$ cat src/hw/dbc_pkg.sv
/*
  Constants and types shared by the band control and activation block.
  Assumes a 16-bit register port with word addresses 4 bits wide.
*/
package dbc_pkg;

  ////////////////////////////////////////////////////////////////////////////
  // Sizes
  localparam int          NUM_SUB      = 4;
  localparam int          DATA_W       = 16;
  localparam int          ADDR_W       = 4;
  localparam int          CNT_W        = 16;

  ////////////////////////////////////////////////////////////////////////////
  // Register addresses
  localparam logic [3:0]  ADDR_BAND    = 4'h0;
  localparam logic [3:0]  ADDR_STATUS  = 4'h1;
  localparam logic [3:0]  ADDR_CLEAR   = 4'h2;
  localparam logic [3:0]  ADDR_IRQ_EN  = 4'h3;
  localparam logic [3:0]  ADDR_CFG0    = 4'h4;
  localparam logic [3:0]  ADDR_CNT0    = 4'h8;

  ////////////////////////////////////////////////////////////////////////////
  // Band control fields and reset value
  localparam logic [15:0] BAND_RESET   = 16'h0000;
  localparam int          POS_CH1_FULL = 15;
  localparam int          POS_CH0_FULL = 14;
  localparam int          POS_CH1_ROUT = 11;
  localparam int          POS_CH0_ROUT = 9;
  localparam int          POS_CH1_MODE = 7;
  localparam int          POS_CH1_XEN  = 6;
  localparam int          POS_CH0_MODE = 5;
  localparam int          POS_CH0_XEN  = 4;

  ////////////////////////////////////////////////////////////////////////////
  // Sub-channel configuration fields, flag and count reset values
  localparam logic [5:0]  CFG_RESET    = 6'h00;
  localparam int          CFG_SRC_LSB  = 0;
  localparam int          CFG_BURST    = 2;
  localparam int          CFG_SINGLE   = 3;
  localparam int          CFG_ISEL_LSB = 4;
  localparam logic [1:0]  SRC_IRQ      = 2'h0;
  localparam logic [1:0]  SRC_EDGE     = 2'h1;
  localparam logic [1:0]  SRC_LEVEL    = 2'h2;
  localparam logic [1:0]  SRC_AUTO     = 2'h3;
  localparam logic [3:0]  FLAGS_RESET  = 4'h0;
  localparam logic [15:0] CNT_RESET    = 16'h0000;

  typedef enum logic [2:0] {
    ST_IDLE,
    ST_REQ,
    ST_READ,
    ST_WRITE,
    ST_SINGLE,
    ST_DEAD
  } dbc_state_type;

endpackage

$ cat src/hw/dbc_req_if.sv
/*
  Request lines between the controller and one sub-channel request sensor.
  Assumes both ends run on the same clock.
*/
`timescale 1ns/1ns
interface dbc_req_if;
  logic       en;
  logic [1:0] mode;
  logic       ext_n;
  logic       irq;
  logic       busy;
  logic       activate;
  logic       pending;

  modport sense (input en, input mode, input ext_n, input irq, input busy,
                 input activate, output pending);
  modport ctrl  (output en, output mode, output ext_n, output irq, output busy,
                 output activate, input pending);
endinterface

$ cat src/hw/dbc_req_sense.sv
/*
  Request sensing for one sub-channel: on-chip interrupt, falling edge or
  low level of the external pin, or auto-request.
  Assumes ext_n is already synchronised and activate is a one-cycle pulse.
*/
`timescale 1ns/1ns
module dbc_req_sense (
  // Clock and reset
  input  wire logic clock,
  input  wire logic rst,
  // Sub-channel request lines
  dbc_req_if.sense  rq
);

  logic irq_d_r;
  logic seen_high_r;
  logic armed_r;
  logic pending_r;

  ////////////////////////////////////////////////////////////////////////////
  always_ff @(posedge clock or posedge rst) begin
    if (rst) begin
      irq_d_r <= 1'b0;
    end else begin
      irq_d_r <= rq.irq;
    end
  end

  // High sampling for the next edge starts at activation
  always_ff @(posedge clock or posedge rst) begin
    if (rst) begin
      seen_high_r <= 1'b0;
    end else if (!rq.en || rq.activate) begin
      seen_high_r <= 1'b0;
    end else if (rq.ext_n) begin
      seen_high_r <= 1'b1;
    end
  end

  // Acceptance reopens only once the transfer and its dead cycle are over
  always_ff @(posedge clock or posedge rst) begin
    if (rst) begin
      armed_r <= 1'b1;
    end else if (!rq.en) begin
      armed_r <= 1'b1;
    end else if (rq.activate) begin
      armed_r <= 1'b0;
    end else if (!armed_r && seen_high_r && !rq.busy) begin
      armed_r <= 1'b1;
    end
  end

  ////////////////////////////////////////////////////////////////////////////
  always_ff @(posedge clock or posedge rst) begin
    if (rst) begin
      pending_r <= 1'b0;
    end else if (!rq.en) begin
      pending_r <= 1'b0;
    end else begin
      case (rq.mode)
        dbc_pkg::SRC_IRQ: begin
          // A new request in the activation cycle is kept
          if (rq.irq && !irq_d_r) begin
            pending_r <= 1'b1;
          end else if (rq.activate) begin
            pending_r <= 1'b0;
          end
        end
        dbc_pkg::SRC_EDGE: begin
          if (rq.activate) begin
            pending_r <= 1'b0;
          end else if (armed_r && !rq.ext_n) begin
            pending_r <= 1'b1;
          end
        end
        dbc_pkg::SRC_LEVEL: begin
          pending_r <= !rq.ext_n;
        end
        dbc_pkg::SRC_AUTO: begin
          pending_r <= 1'b1;
        end
        default: begin
          pending_r <= 1'b0;
        end
      endcase
    end
  end

  assign rq.pending = pending_r;

endmodule // dbc_req_sense

$ cat src/hw/dbc_top.sv
/*
  Band control register and channel activation of a two-channel DMA
  controller with sub-channels A and B per channel.
  Assumes a bus arbiter answering bus_req with bus_grant, and on-chip
  interrupt flags that drop when irq_flag_clr pulses.
*/
// Chosen here: strobed register access and the register offsets.
`timescale 1ns/1ns
module dbc_top (
  // Clock and reset
  input  wire logic        clock,
  input  wire logic        rst,
  input  wire logic        hw_standby,
  // Register port
  input  wire logic [3:0]  reg_addr,
  input  wire logic [15:0] reg_wdata,
  input  wire logic        reg_wr,
  input  wire logic        reg_rd,
  output logic      [15:0] reg_rdata,
  // Activation sources
  input  wire logic [1:0]  ext_request_n,
  input  wire logic [3:0]  irq_src,
  output logic      [3:0]  irq_flag_clr,
  output logic      [3:0]  irq_to_cpu,
  // System bus
  input  wire logic        bus_grant,
  output logic             bus_req,
  output logic             bus_rd,
  output logic             bus_wr,
  output logic             bus_single,
  output logic      [1:0]  bus_sub,
  // Interrupt
  output logic             dma_irq
);

  localparam int NSUB = dbc_pkg::NUM_SUB;

  logic [15:0]             band_control_reg_r;
  logic [5:0]              cfg_r   [NSUB];
  logic [15:0]             cnt_r   [NSUB];
  logic [3:0]              status_r;
  logic [3:0]              irq_en_r;
  logic [1:0]              ext_meta_r;
  logic [1:0]              ext_sync_r;
  dbc_pkg::dbc_state_type  state_r;
  logic [1:0]              sel_r;
  logic                    cont_r;
  logic [3:0]              base_en;
  logic [3:0]              sub_en;
  logic [3:0]              pend;
  logic [3:0]              act_vec;
  logic [3:0]              end_evt;
  logic [3:0]              claimed;
  logic [3:0]              clr_vec;
  logic [1:0]              pick;
  logic                    unit_end;
  logic                    wr_clear;

  ////////////////////////////////////////////////////////////////////////////
  // External request pins enter through two flip-flops
  always_ff @(posedge clock or posedge rst) begin
    if (rst) begin
      ext_meta_r <= 2'h3;
      ext_sync_r <= 2'h3;
    end else begin
      ext_meta_r <= ext_request_n;
      ext_sync_r <= ext_meta_r;
    end
  end

  ////////////////////////////////////////////////////////////////////////////
  // Sub-channel enables: B is idle while its channel uses full address mode
  always_comb begin
    for (int i = 0; i < NSUB; i++) begin
      if (i < 2) begin
        base_en[i] = band_control_reg_r[dbc_pkg::POS_CH0_XEN]
                   & band_control_reg_r[dbc_pkg::POS_CH0_MODE]
                   & ((i == 0) | ~band_control_reg_r[dbc_pkg::POS_CH0_FULL]);
      end else begin
        base_en[i] = band_control_reg_r[dbc_pkg::POS_CH1_XEN]
                   & band_control_reg_r[dbc_pkg::POS_CH1_MODE]
                   & ((i == 2) | ~band_control_reg_r[dbc_pkg::POS_CH1_FULL]);
      end
      sub_en[i] = base_en[i] & (cnt_r[i] != dbc_pkg::CNT_RESET);
    end
  end

  // Sources that an enabled, routed sub-channel takes away from the CPU
  always_comb begin
    claimed = 4'h0;
    for (int i = 0; i < NSUB; i++) begin
      if (base_en[i] && cfg_r[i][dbc_pkg::CFG_SRC_LSB +: 2] == dbc_pkg::SRC_IRQ
          && band_control_reg_r[(i < 2) ? dbc_pkg::POS_CH0_ROUT
                                        : dbc_pkg::POS_CH1_ROUT]) begin
        claimed[cfg_r[i][dbc_pkg::CFG_ISEL_LSB +: 2]] = 1'b1;
      end
    end
  end

  ////////////////////////////////////////////////////////////////////////////
  // Request sensors
  genvar gi;
  generate
    for (gi = 0; gi < NSUB; gi++) begin : g_sub
      dbc_req_if rq ();
      assign rq.en       = sub_en[gi];
      assign rq.mode     = cfg_r[gi][dbc_pkg::CFG_SRC_LSB +: 2];
      assign rq.ext_n    = ext_sync_r[gi / 2];
      assign rq.irq      = irq_src[cfg_r[gi][dbc_pkg::CFG_ISEL_LSB +: 2]];
      assign rq.busy     = (state_r != dbc_pkg::ST_IDLE) && (sel_r == 2'(gi));
      assign rq.activate = act_vec[gi];
      dbc_req_sense u_sense (
        .clock (clock),
        .rst   (rst),
        .rq    (rq)
      );
      assign pend[gi] = rq.pending;
    end
  endgenerate

  // Lowest index wins: 0A, 0B, 1A, 1B
  always_comb begin
    pick = 2'h0;
    for (int i = NSUB - 1; i >= 0; i--) begin
      if (pend[i]) begin
        pick = 2'(i);
      end
    end
  end

  always_comb begin
    act_vec = 4'h0;
    clr_vec = 4'h0;
    if (state_r == dbc_pkg::ST_IDLE && pend != 4'h0) begin
      act_vec[pick] = 1'b1;
      if (cfg_r[pick][dbc_pkg::CFG_SRC_LSB +: 2] == dbc_pkg::SRC_IRQ
          && band_control_reg_r[(pick < 2'h2) ? dbc_pkg::POS_CH0_ROUT
                                              : dbc_pkg::POS_CH1_ROUT]) begin
        clr_vec[cfg_r[pick][dbc_pkg::CFG_ISEL_LSB +: 2]] = 1'b1;
      end
    end
  end

  assign unit_end = (state_r == dbc_pkg::ST_WRITE) || (state_r == dbc_pkg::ST_SINGLE);

  always_comb begin
    end_evt = 4'h0;
    if (unit_end && cnt_r[sel_r] == 16'h0001) begin
      end_evt[sel_r] = 1'b1;
    end
  end

  ////////////////////////////////////////////////////////////////////////////
  // Transfer sequencer
  always_ff @(posedge clock or posedge rst) begin
    if (rst) begin
      state_r    <= dbc_pkg::ST_IDLE;
      sel_r      <= 2'h0;
      cont_r     <= 1'b0;
      bus_req    <= 1'b0;
      bus_rd     <= 1'b0;
      bus_wr     <= 1'b0;
      bus_single <= 1'b0;
    end else begin
      case (state_r)
        dbc_pkg::ST_IDLE: begin
          if (pend != 4'h0) begin
            sel_r      <= pick;
            bus_req    <= 1'b1;
            bus_single <= cfg_r[pick][dbc_pkg::CFG_SINGLE];
            state_r    <= dbc_pkg::ST_REQ;
          end
        end
        dbc_pkg::ST_REQ: begin
          if (!sub_en[sel_r] || (!pend[sel_r]
              && cfg_r[sel_r][dbc_pkg::CFG_SRC_LSB +: 2] == dbc_pkg::SRC_LEVEL)) begin
            bus_req <= 1'b0;
            state_r <= dbc_pkg::ST_IDLE;
          end else if (bus_grant) begin
            if (bus_single) begin
              bus_rd  <= 1'b1;
              bus_wr  <= 1'b1;
              state_r <= dbc_pkg::ST_SINGLE;
            end else begin
              bus_rd  <= 1'b1;
              state_r <= dbc_pkg::ST_READ;
            end
          end
        end
        dbc_pkg::ST_READ: begin
          bus_rd  <= 1'b0;
          bus_wr  <= 1'b1;
          state_r <= dbc_pkg::ST_WRITE;
        end
        dbc_pkg::ST_WRITE, dbc_pkg::ST_SINGLE: begin
          bus_rd  <= 1'b0;
          bus_wr  <= 1'b0;
          cont_r  <= cfg_r[sel_r][dbc_pkg::CFG_BURST] && cnt_r[sel_r] > 16'h0001
                  && cfg_r[sel_r][dbc_pkg::CFG_SRC_LSB +: 2] == dbc_pkg::SRC_AUTO;
          state_r <= dbc_pkg::ST_DEAD;
        end
        dbc_pkg::ST_DEAD: begin
          if (cont_r && sub_en[sel_r]) begin
            bus_rd  <= 1'b1;
            bus_wr  <= bus_single;
            state_r <= bus_single ? dbc_pkg::ST_SINGLE : dbc_pkg::ST_READ;
          end else begin
            bus_req <= 1'b0;
            state_r <= dbc_pkg::ST_IDLE;
          end
        end
        default: begin
          bus_req <= 1'b0;
          state_r <= dbc_pkg::ST_IDLE;
        end
      endcase
    end
  end

  always_ff @(posedge clock or posedge rst) begin
    if (rst) begin
      bus_sub <= 2'h0;
    end else begin
      bus_sub <= (state_r == dbc_pkg::ST_IDLE) ? pick : sel_r;
    end
  end

  // Flag clears pulse once; CPU routing follows the live sources
  always_ff @(posedge clock or posedge rst) begin
    if (rst) begin
      irq_flag_clr <= dbc_pkg::FLAGS_RESET;
      irq_to_cpu   <= dbc_pkg::FLAGS_RESET;
    end else begin
      irq_flag_clr <= clr_vec;
      irq_to_cpu   <= irq_src & ~claimed;
    end
  end

  ////////////////////////////////////////////////////////////////////////////
  // Registers
  always_ff @(posedge clock or posedge rst) begin
    if (rst) begin
      band_control_reg_r <= dbc_pkg::BAND_RESET;
    end else if (hw_standby) begin
      band_control_reg_r <= dbc_pkg::BAND_RESET;
    end else if (reg_wr && reg_addr == dbc_pkg::ADDR_BAND) begin
      band_control_reg_r <= reg_wdata;
    end
  end

  always_ff @(posedge clock or posedge rst) begin
    if (rst) begin
      for (int i = 0; i < NSUB; i++) begin
        cfg_r[i] <= dbc_pkg::CFG_RESET;
      end
    end else if (reg_wr && reg_addr[3:2] == dbc_pkg::ADDR_CFG0[3:2]) begin
      cfg_r[reg_addr[1:0]] <= reg_wdata[5:0];
    end
  end

  // A software write to a count beats the decrement in the same cycle
  always_ff @(posedge clock or posedge rst) begin
    if (rst) begin
      for (int i = 0; i < NSUB; i++) begin
        cnt_r[i] <= dbc_pkg::CNT_RESET;
      end
    end else begin
      for (int i = 0; i < NSUB; i++) begin
        if (reg_wr && reg_addr == dbc_pkg::ADDR_CNT0 + 4'(i)) begin
          cnt_r[i] <= reg_wdata;
        end else if (unit_end && sel_r == 2'(i)) begin
          cnt_r[i] <= cnt_r[i] - 16'h0001;
        end
      end
    end
  end

  assign wr_clear = reg_wr && reg_addr == dbc_pkg::ADDR_CLEAR;

  // Completion set wins over a clear in the same cycle
  always_ff @(posedge clock or posedge rst) begin
    if (rst) begin
      status_r <= dbc_pkg::FLAGS_RESET;
    end else begin
      status_r <= end_evt | (status_r & ~(wr_clear ? reg_wdata[3:0] : 4'h0));
    end
  end

  always_ff @(posedge clock or posedge rst) begin
    if (rst) begin
      irq_en_r <= dbc_pkg::FLAGS_RESET;
    end else if (reg_wr && reg_addr == dbc_pkg::ADDR_IRQ_EN) begin
      irq_en_r <= reg_wdata[3:0];
    end
  end

  always_ff @(posedge clock or posedge rst) begin
    if (rst) begin
      dma_irq <= 1'b0;
    end else begin
      dma_irq <= (status_r & irq_en_r) != 4'h0;
    end
  end

  always_ff @(posedge clock or posedge rst) begin
    if (rst) begin
      reg_rdata <= 16'h0000;
    end else if (!reg_rd) begin
      reg_rdata <= 16'h0000;
    end else if (reg_addr == dbc_pkg::ADDR_BAND) begin
      reg_rdata <= band_control_reg_r;
    end else if (reg_addr == dbc_pkg::ADDR_STATUS) begin
      reg_rdata <= {12'h000, status_r};
    end else if (reg_addr == dbc_pkg::ADDR_IRQ_EN) begin
      reg_rdata <= {12'h000, irq_en_r};
    end else if (reg_addr[3:2] == dbc_pkg::ADDR_CFG0[3:2]) begin
      reg_rdata <= {10'h000, cfg_r[reg_addr[1:0]]};
    end else if (reg_addr[3:2] == dbc_pkg::ADDR_CNT0[3:2]) begin
      reg_rdata <= cnt_r[reg_addr[1:0]];
    end else begin
      reg_rdata <= 16'h0000;
    end
  end

endmodule // dbc_top

$ cat config.mk
export PLATFORM = sky130hd
export DESIGN_NAME = dbc_top
export DESIGN_NICKNAME = d
export VERILOG_FILES = /design/src/hw/dbc_pkg.sv /design/src/hw/dbc_req_if.sv /design/src/hw/dbc_req_sense.sv /design/src/hw/dbc_top.sv
export SDC_FILE = /design/constraint.sdc
export NUM_CORES = 1
export LEC_CHECK = 0
export ABC_AREA = 1
export BUFFER_PORTS_ARGS = -buffer_cell sky130_fd_sc_hd__buf_4
export CAP_MARGIN = 20
export CORE_MARGIN = 4
export CORE_UTILIZATION = 50
export CTS_CLUSTER_SIZE = 40
export DETAILED_ROUTE_END_ITERATION = 8
export GPL_ROUTABILITY_DRIVEN = 0
export GPL_TIMING_DRIVEN = 0
export PLACE_DENSITY = 0.68
export SYNTH_ARGS = -nofsm -noshare
export SYNTH_HDL_FRONTEND = slang
export SYNTH_SLANG_ARGS = --single-unit
$ cat constraint.sdc
create_clock -name clock -period 16.66 [get_ports clock]
set_clock_uncertainty 0.15 [all_clocks]
set_input_delay 4.998 -clock clock [delete_from_list [all_inputs] [get_ports clock]]
set_output_delay 4.998 -clock clock [all_outputs]
set_load 0.005 [all_outputs]
After elaboration in Yosys (flattened, before gate mapping):

Cells that the tools add are included.

* reduce and logical (&&, ||, !) cells: 118
* bitwise logic cells: 23
* equality and inequality tests: 52
* muxes and demuxes: 139
* $lt $le $gt $ge: 21
* $add $sub $neg: 4

Operators by type and width (number)
* 2-to-1 mux 16 bit: 20
* binary-select mux 16 bit (select 2 bit): 2
* nonzero test 16 bit: 4
* subtractor 16 x 1 -> 16 bit (second input constant): 4
* 2-to-1 mux 1 bit: 63
* logical AND 1 bit: 55
* binary-select mux 6 bit (select 2 bit): 3
* 2-to-1 mux 4 bit: 9
* inequality test 4 bit (second input constant): 8
* 2-to-1 mux 6 bit: 5
* equality test 2 bit (second input constant): 13
* bitwise mux 24 bit: 1
* one-hot mux 1 bit (4 select lines): 6
* < comparator 2 x 3 -> 1 bit (second input constant): 7
* 2-to-1 mux 3 bit: 7
* zero test 1 bit: 20
* nonzero test 2 bit: 9
* equality test 16 x 1 -> 1 bit (second input constant): 1
* equality test 4 bit (second input constant): 4
* greater-than comparator 16 x 1 -> 1 bit (second input constant): 1
* bitwise OR 4 bit: 4
* inequality test 3 bit (second input constant): 5
* one-hot mux 3 bit (5 select lines): 1
* demux 1 bit (select 2 bit): 7
* other kinds (34): 98

* input port bits: 32
* bits in registers: 169
* output and inout bits: 31
* logic and storage cells: 398

Depth between registers and ports, before layout:

* word-level depth: 14
* depth in mapped cells: 14
* mapped depth without buffers: 14

Cells and area by module:

A second synthesis with hierarchy kept.

* cells, all modules: 1249
* area, all modules: 9925.8 sq um

By module, submodules not included
* dbc_top: cells each 1125, sequential area each 3833.7 sq um, area an instance 9075.0 sq um, times used 1
* dbc_req_sense: cells each 31, sequential area each 101.3 sq um, area an instance 212.7 sq um, times used 4

Least setup slack after synthesis:

No wires, ideal clock.

* kind: input port to flip-flop
* start: input port reg_addr[3]
* end: register cnt_r[61] (netlist bit)
* buffers on the path: 0
* path slack: 10382 ps
* setup time: 120 ps
* required time: 16390 ps
* stages on the path: 10
* arrival time: 6008 ps
* cell sequence: inv_1 > nor2_4 > inv_2 > nor2_4 > inv_4 > nor2_4 > inv_2 > nand2_2 > o22ai_1 > a31o_1

* longest elaborated chain between the ends: 3
* elaborated cells between the ends (all ways): 4
* those cells by class: 1 x eq/ne; 1 x mux; 2 x reduce/logical

RTL lines
* from (decl): RTL line dbc_top.sv:15 `input wire logic [3:0] reg_addr,`
* equality test 4 bit *: RTL line dbc_top.sv:269 `if (reg_wr && reg_addr == dbc_pkg::ADDR_CNT0 + 4'(i)) begin`
* logical AND 1 bit *: RTL line dbc_top.sv:269
* 2-to-1 mux 16 bit / nonzero test 2 bit (equally long branches)
* to (signal, indexed assignment): RTL line dbc_top.sv:265 `cnt_r[i] <= dbc_pkg::CNT_RESET;`
* to (signal, indexed assignment): RTL line dbc_top.sv:270 `cnt_r[i] <= reg_wdata;`
* to (signal, indexed assignment): RTL line dbc_top.sv:272 `cnt_r[i] <= cnt_r[i] - 16'h0001;`
* to (decl): RTL line dbc_top.sv:40 `logic [15:0] cnt_r [NSUB];`

Mark *: on every way between the ends. The rest lies on a longest branch, timed or not.
A chain may end at the register's enable or synchronous reset.

Final worst setup path:

* start: input port reg_addr[1]
* end: register reg_rdata[4]

* longest elaborated chain between the ends: 10
* elaborated cells between the ends (all ways): 16
* those cells by class: 2 x eq/ne; 12 x mux; 1 x bitwise; 1 x reduce/logical

RTL lines
* NOT 2 -> 3 bit (implied by the code): RTL line dbc_top.sv:317, dbc_top.sv:319
* binary-select mux 16 bit (select 2 bit): RTL line dbc_top.sv:319 `reg_rdata <= cnt_r[reg_addr[1:0]];`
* 2-to-1 mux 16 bit (implied by the code) (2 in series): RTL line dbc_top.sv:319
* 2-to-1 mux 16 bit: RTL line dbc_top.sv:318 `end else if (reg_addr[3:2] == dbc_pkg::ADDR_CNT0[3:2]) begin`
* 2-to-1 mux 16 bit: RTL line dbc_top.sv:316 `end else if (reg_addr[3:2] == dbc_pkg::ADDR_CFG0[3:2]) begin`
* 2-to-1 mux 16 bit: RTL line dbc_top.sv:314 `end else if (reg_addr == dbc_pkg::ADDR_IRQ_EN) begin`
* 2-to-1 mux 16 bit: RTL line dbc_top.sv:312 `end else if (reg_addr == dbc_pkg::ADDR_STATUS) begin`
* 2-to-1 mux 16 bit *: RTL line dbc_top.sv:310 `end else if (reg_addr == dbc_pkg::ADDR_BAND) begin`
* 2-to-1 mux 16 bit *: RTL line dbc_top.sv:308 `end else if (!reg_rd) begin`
* to (signal assigned): RTL line dbc_top.sv:311 `reg_rdata <= band_control_reg_r;`
* to (signal assigned): RTL line dbc_top.sv:313 `reg_rdata <= {12'h000, status_r};`
* to (signal assigned): RTL line dbc_top.sv:315 `reg_rdata <= {12'h000, irq_en_r};`
* to (decl): RTL line dbc_top.sv:19 `output logic [15:0] reg_rdata,`

Mark *: on every way between the ends. The rest lies on a longest branch, timed or not. The select of a mux whose other input is x is not followed.

==> impl_summary.md <==
Outcome
The flow ran to the end, and the final reports show no timing, DRC or antenna violations.

Flow run
The number of violations of the max-capacitance limit is 0.

Routing
The final layout contains routed wiring with a total length of 30,730 um. The detail route stage leaves a number of antenna-violating nets equal to 0. Dividing the detail-routed wire length by the instance count gives 19.48 um. The number of DRC markers after the initial detailed-route iteration is 1,032. The first TritonRoute pass finished after 5 iterations. In the routed layout, each cell is associated on average with a via count of 5.868. The final route contains 9,259 vias. For this run, design rule violations remaining after detail routing come to 0.

CTS
The TritonCTS clock tree is done. The maximum level of the CTS H-tree is 4. The clock network latency to the later pin of the worst-skew pair is 0.44 ns.

In this run, CTS created clock tree buffers numbering 17. The quantity of gates resized following cts is 0. The buffer type at the clock tree root is sky130_fd_sc_hd__clkbuf_16. Clock-pin slew was measured on the worst setup and hold paths at 0.06 ns. The clock tree buffer depth is 2.

The post-CTS setup buffer count is 0. The total number of clock tree sinks is 169. For this design, the CTS-stage hold fixing added 0 buffers.

Cells and area
In the final layout, the share of cells above drive strength 1 is 16.69%. In the final design database the tool counted 1,341 nets. The count of cells in the finished layout, fillers not included, comes to 1,578.

The top cell types in the final layout, fill and taps aside, are sky130_fd_sc_hd__nand2_1, sky130_fd_sc_hd__dfrtp_1, sky130_fd_sc_hd__inv_1, sky130_fd_sc_hd__nor2_1, sky130_fd_sc_hd__o21ai_0. After filler insertion, the fill cell instance count of the layout stands at 1,783. The most frequent standard cell in the layout excluding fill and tap cells is sky130_fd_sc_hd__nand2_1.

Measured on the finished design, the core utilization comes to 58.70%. The number of antenna diodes in the final layout is 0. The layout overhead on the synthesized area is 14.12%.

Timing
The worst slew margin relative to its limit is 51.93%. The total count of hold-check failures in the final report is 0. The time the worst path needs with I/O delays and setup is 6.575 ns. The part of the cycle the worst path needs is 39.47%. The number of max-slew violations in the final report was 0. For the final routed database, the setup TNS stands at 0 ns. The timing-limited maximum frequency is 152.1 MHz. Setup violations remaining at the end of the flow were counted as 0. Setup repair after global routing left no endpoint under its margin. At the pin with the least slew margin, the transition time is 0.7210 ns.

Power and ir drop
The power density relative to cell area is 113.4 nW/um^2. The worst-case IR drop observed on VDD is 0.00008233 V. For this design the static power due to leakage is 5.072 nW.

Min path
The worst min-delay path endpoint is ext_sync_r[1]. The worst hold path begins at ext_meta_r[1]. The worst min-delay path class is reg -> reg. Along the worst hold path, the cell count comes to 0.

Logic synthesis
The net count after synthesis is 1,260. The flip-flop and latch count after synthesis is 169. The sequential area share after synthesis is 43.62%. The count of yosys warnings during synthesis is 0. The combined area of all synthesized cells is 9718 sq um. The number of flops mapped to enable cells by yosys is 0. Synthesis produced 1,224 cells. The mean cell area of the mapped netlist is 7.940 sq um. In the synthesized netlist the async set-or-reset flop fraction comes to 100.0%.

The netlist uses 57 different library cells. Among all flip-flop cells after synthesis, the most frequent one is sky130_fd_sc_hd__dfrtp_1.

Global routing
The number of global-route vias before repair is 8,752. The overall track demand over capacity in global routing is 28.74%. The total grt overflow is 0. The largest net degree at the start of global routing is 91.

The number of antenna violations at the first check in global routing is 0. The first global-routing pass estimated 48,670 um of wire.

Setup path
In this run the critical register-to-register path is captured at state_r[1]. The delay of the slowest critical-path stage is 0.53 ns. The class of the most critical setup path is in -> reg. Setup slack on the worst reg-to-reg path comes out at 14.29 ns. The launching element type of the critical path is a primary input. The capturing element type of the critical path is a flip-flop. The critical register-to-register path startpoint is cnt_r[0].

Broken down by cell family, the worst path's largest delay share belongs to compound AO/OA/AOI/OAI gates. The signal on the critical path passes through buf_4, nand2_2, clkbuf_1, o22ai_1, o21ai_0, nand2_1, a21oi_1. The top fanout value on the critical path is 10. Counting both buffers and inverters, the worst setup path holds a total of 2.

The number of cells on the worst reg-to-reg path is 12. The arrival time of the worst setup path is 6.74 ns. On the critical path, the stage with the largest delay is an instance of sky130_fd_sc_hd__clkbuf_1. At the worst endpoint, the required time is 16.82 ns.

Floorplanning
In this run the standard cell core region covers 18,890 sq um. The die boundary height is 147.4 um. The floorplan die width is 147.4 um. The initial utilization of the core area, before any placement, comes to 51.44%.

63 I/O pins were placed. The die covers 21,730 sq um. The number of cell rows is 50.

Place
The detailed placer's ending HPWL is 23,110 um. The cell total after placement is 1,546. Buffers placed on the I/O ports in this run total 61.
## stage by stage
stage               setup slack [ns]  instance area, sq um  hold slack (ns)  total power [mW]
floorplan                      6.950                  9718           0.1952            0.7694
finish                         10.09                 11090           0.2096             1.258
CTS                            10.21                 11090           0.2108             1.256
global route                   10.12                 11090           0.2119             1.329
detailed placement             9.790                 10540           0.1975            0.8786
global placement               4.856                 10500           0.2006            0.8696
## registers in the layout (all words and copies together) (netlist names), 2 cells and up
signal                     flops
ext_meta_r                     2
bus_sub                        2
g_sub.u_sense.armed_r          4
irq_en_r                       4
g_sub.u_sense.rq.pending       4
status_r                       4
cfg_r                         24
band_control_reg_r            16
ext_sync_r                     2
cnt_r                         64
reg_rdata                     16
irq_to_cpu                     4
irq_flag_clr                   4
g_sub.u_sense.irq_d_r          4
sel_r                          2
state_r                        3
g_sub.u_sense.seen_high_r      4
## power by group
part	leakage [nW]	switching, mW	internal, mW	total [mW]
registers	2.11	0.0765	0.480	0.557
logic	2.70	0.207	0.115	0.322
clock network	0.255	0.173	0.206	0.379
## kinds of logic after synthesis
| logic type | after synthesis | share of synthesized area, % |
|---|---|---|
| buffers and inverters | 205 | 8.201 |
| AOI/OAI and AO/OA | 286 | 19.48 |
| and+or+nand+nor | 536 | 26.02 |
| adders and majority gates | 4 | 0.5150 |
| DFF | 169 | 43.62 |
| xor gates and xnor gates | 24 | 2.163 |
## cell type report
type / instances / area [sq um] / area share, %
Tap cell: 260 / 325.3 / 2.933
Clock buffer: 18 / 429.2 / 3.870
Multi-Input combinational cell: 850 / 4682 / 42.22
Inverter: 181 / 689.4 / 6.216
Timing Repair Buffer: 62 / 485.5 / 4.377
Sequential cell: 169 / 4239 / 38.22
Clock inverter: 14 / 125.1 / 1.128
Buffer: 24 / 115.1 / 1.038
## Yosys cell counts (all sizes together), types with 7 or more instances
library cell	number	area share [%]
o22ai	44	2.9
o211ai	18	1.4
a22oi	20	1.5
nand2	277	11
nor2	150	8.2
o21ai	89	4.7
nor3	15	0.88
buf	17	0.91
a31oi	8	0.52
a21oi	40	2.1
o221ai	35	3.2
nand3	70	3.8
dfrtp	161	41
clkbuf	7	0.27
xor2	20	1.8
inv	180	7.0
dfstp	8	2.2
nand4	14	1.1
## metal layers
layer	global-route usage, %	vias to the layer above	wire length [um]
met3	5.028	104	2406
met5	0	-	0
met2	45.23	481	14080
met1	38.47	4365	12670
li1	-	4309	-
met4	14.54	0	1579
## how the worst max path moves through the flow
| stage | start | cells after the start | end | slack (ns) |
|---|---|---|---|---|
| global placement | rst | 2 | cnt_r[42] | 4.86 |
| finish | reg_addr[1] | 7 | reg_rdata[4] | 10.09 |
| floorplan | rst | 1 | band_control_reg_r[0] | 6.95 |
| global route | reg_addr[1] | 9 | reg_rdata[2] | 10.12 |
| CTS | reg_addr[1] | 7 | reg_rdata[4] | 10.21 |
| detailed placement | reg_addr[1] | 9 | reg_rdata[1] | 9.79 |
No activity file was read; power rests on OpenSTA's default activity.
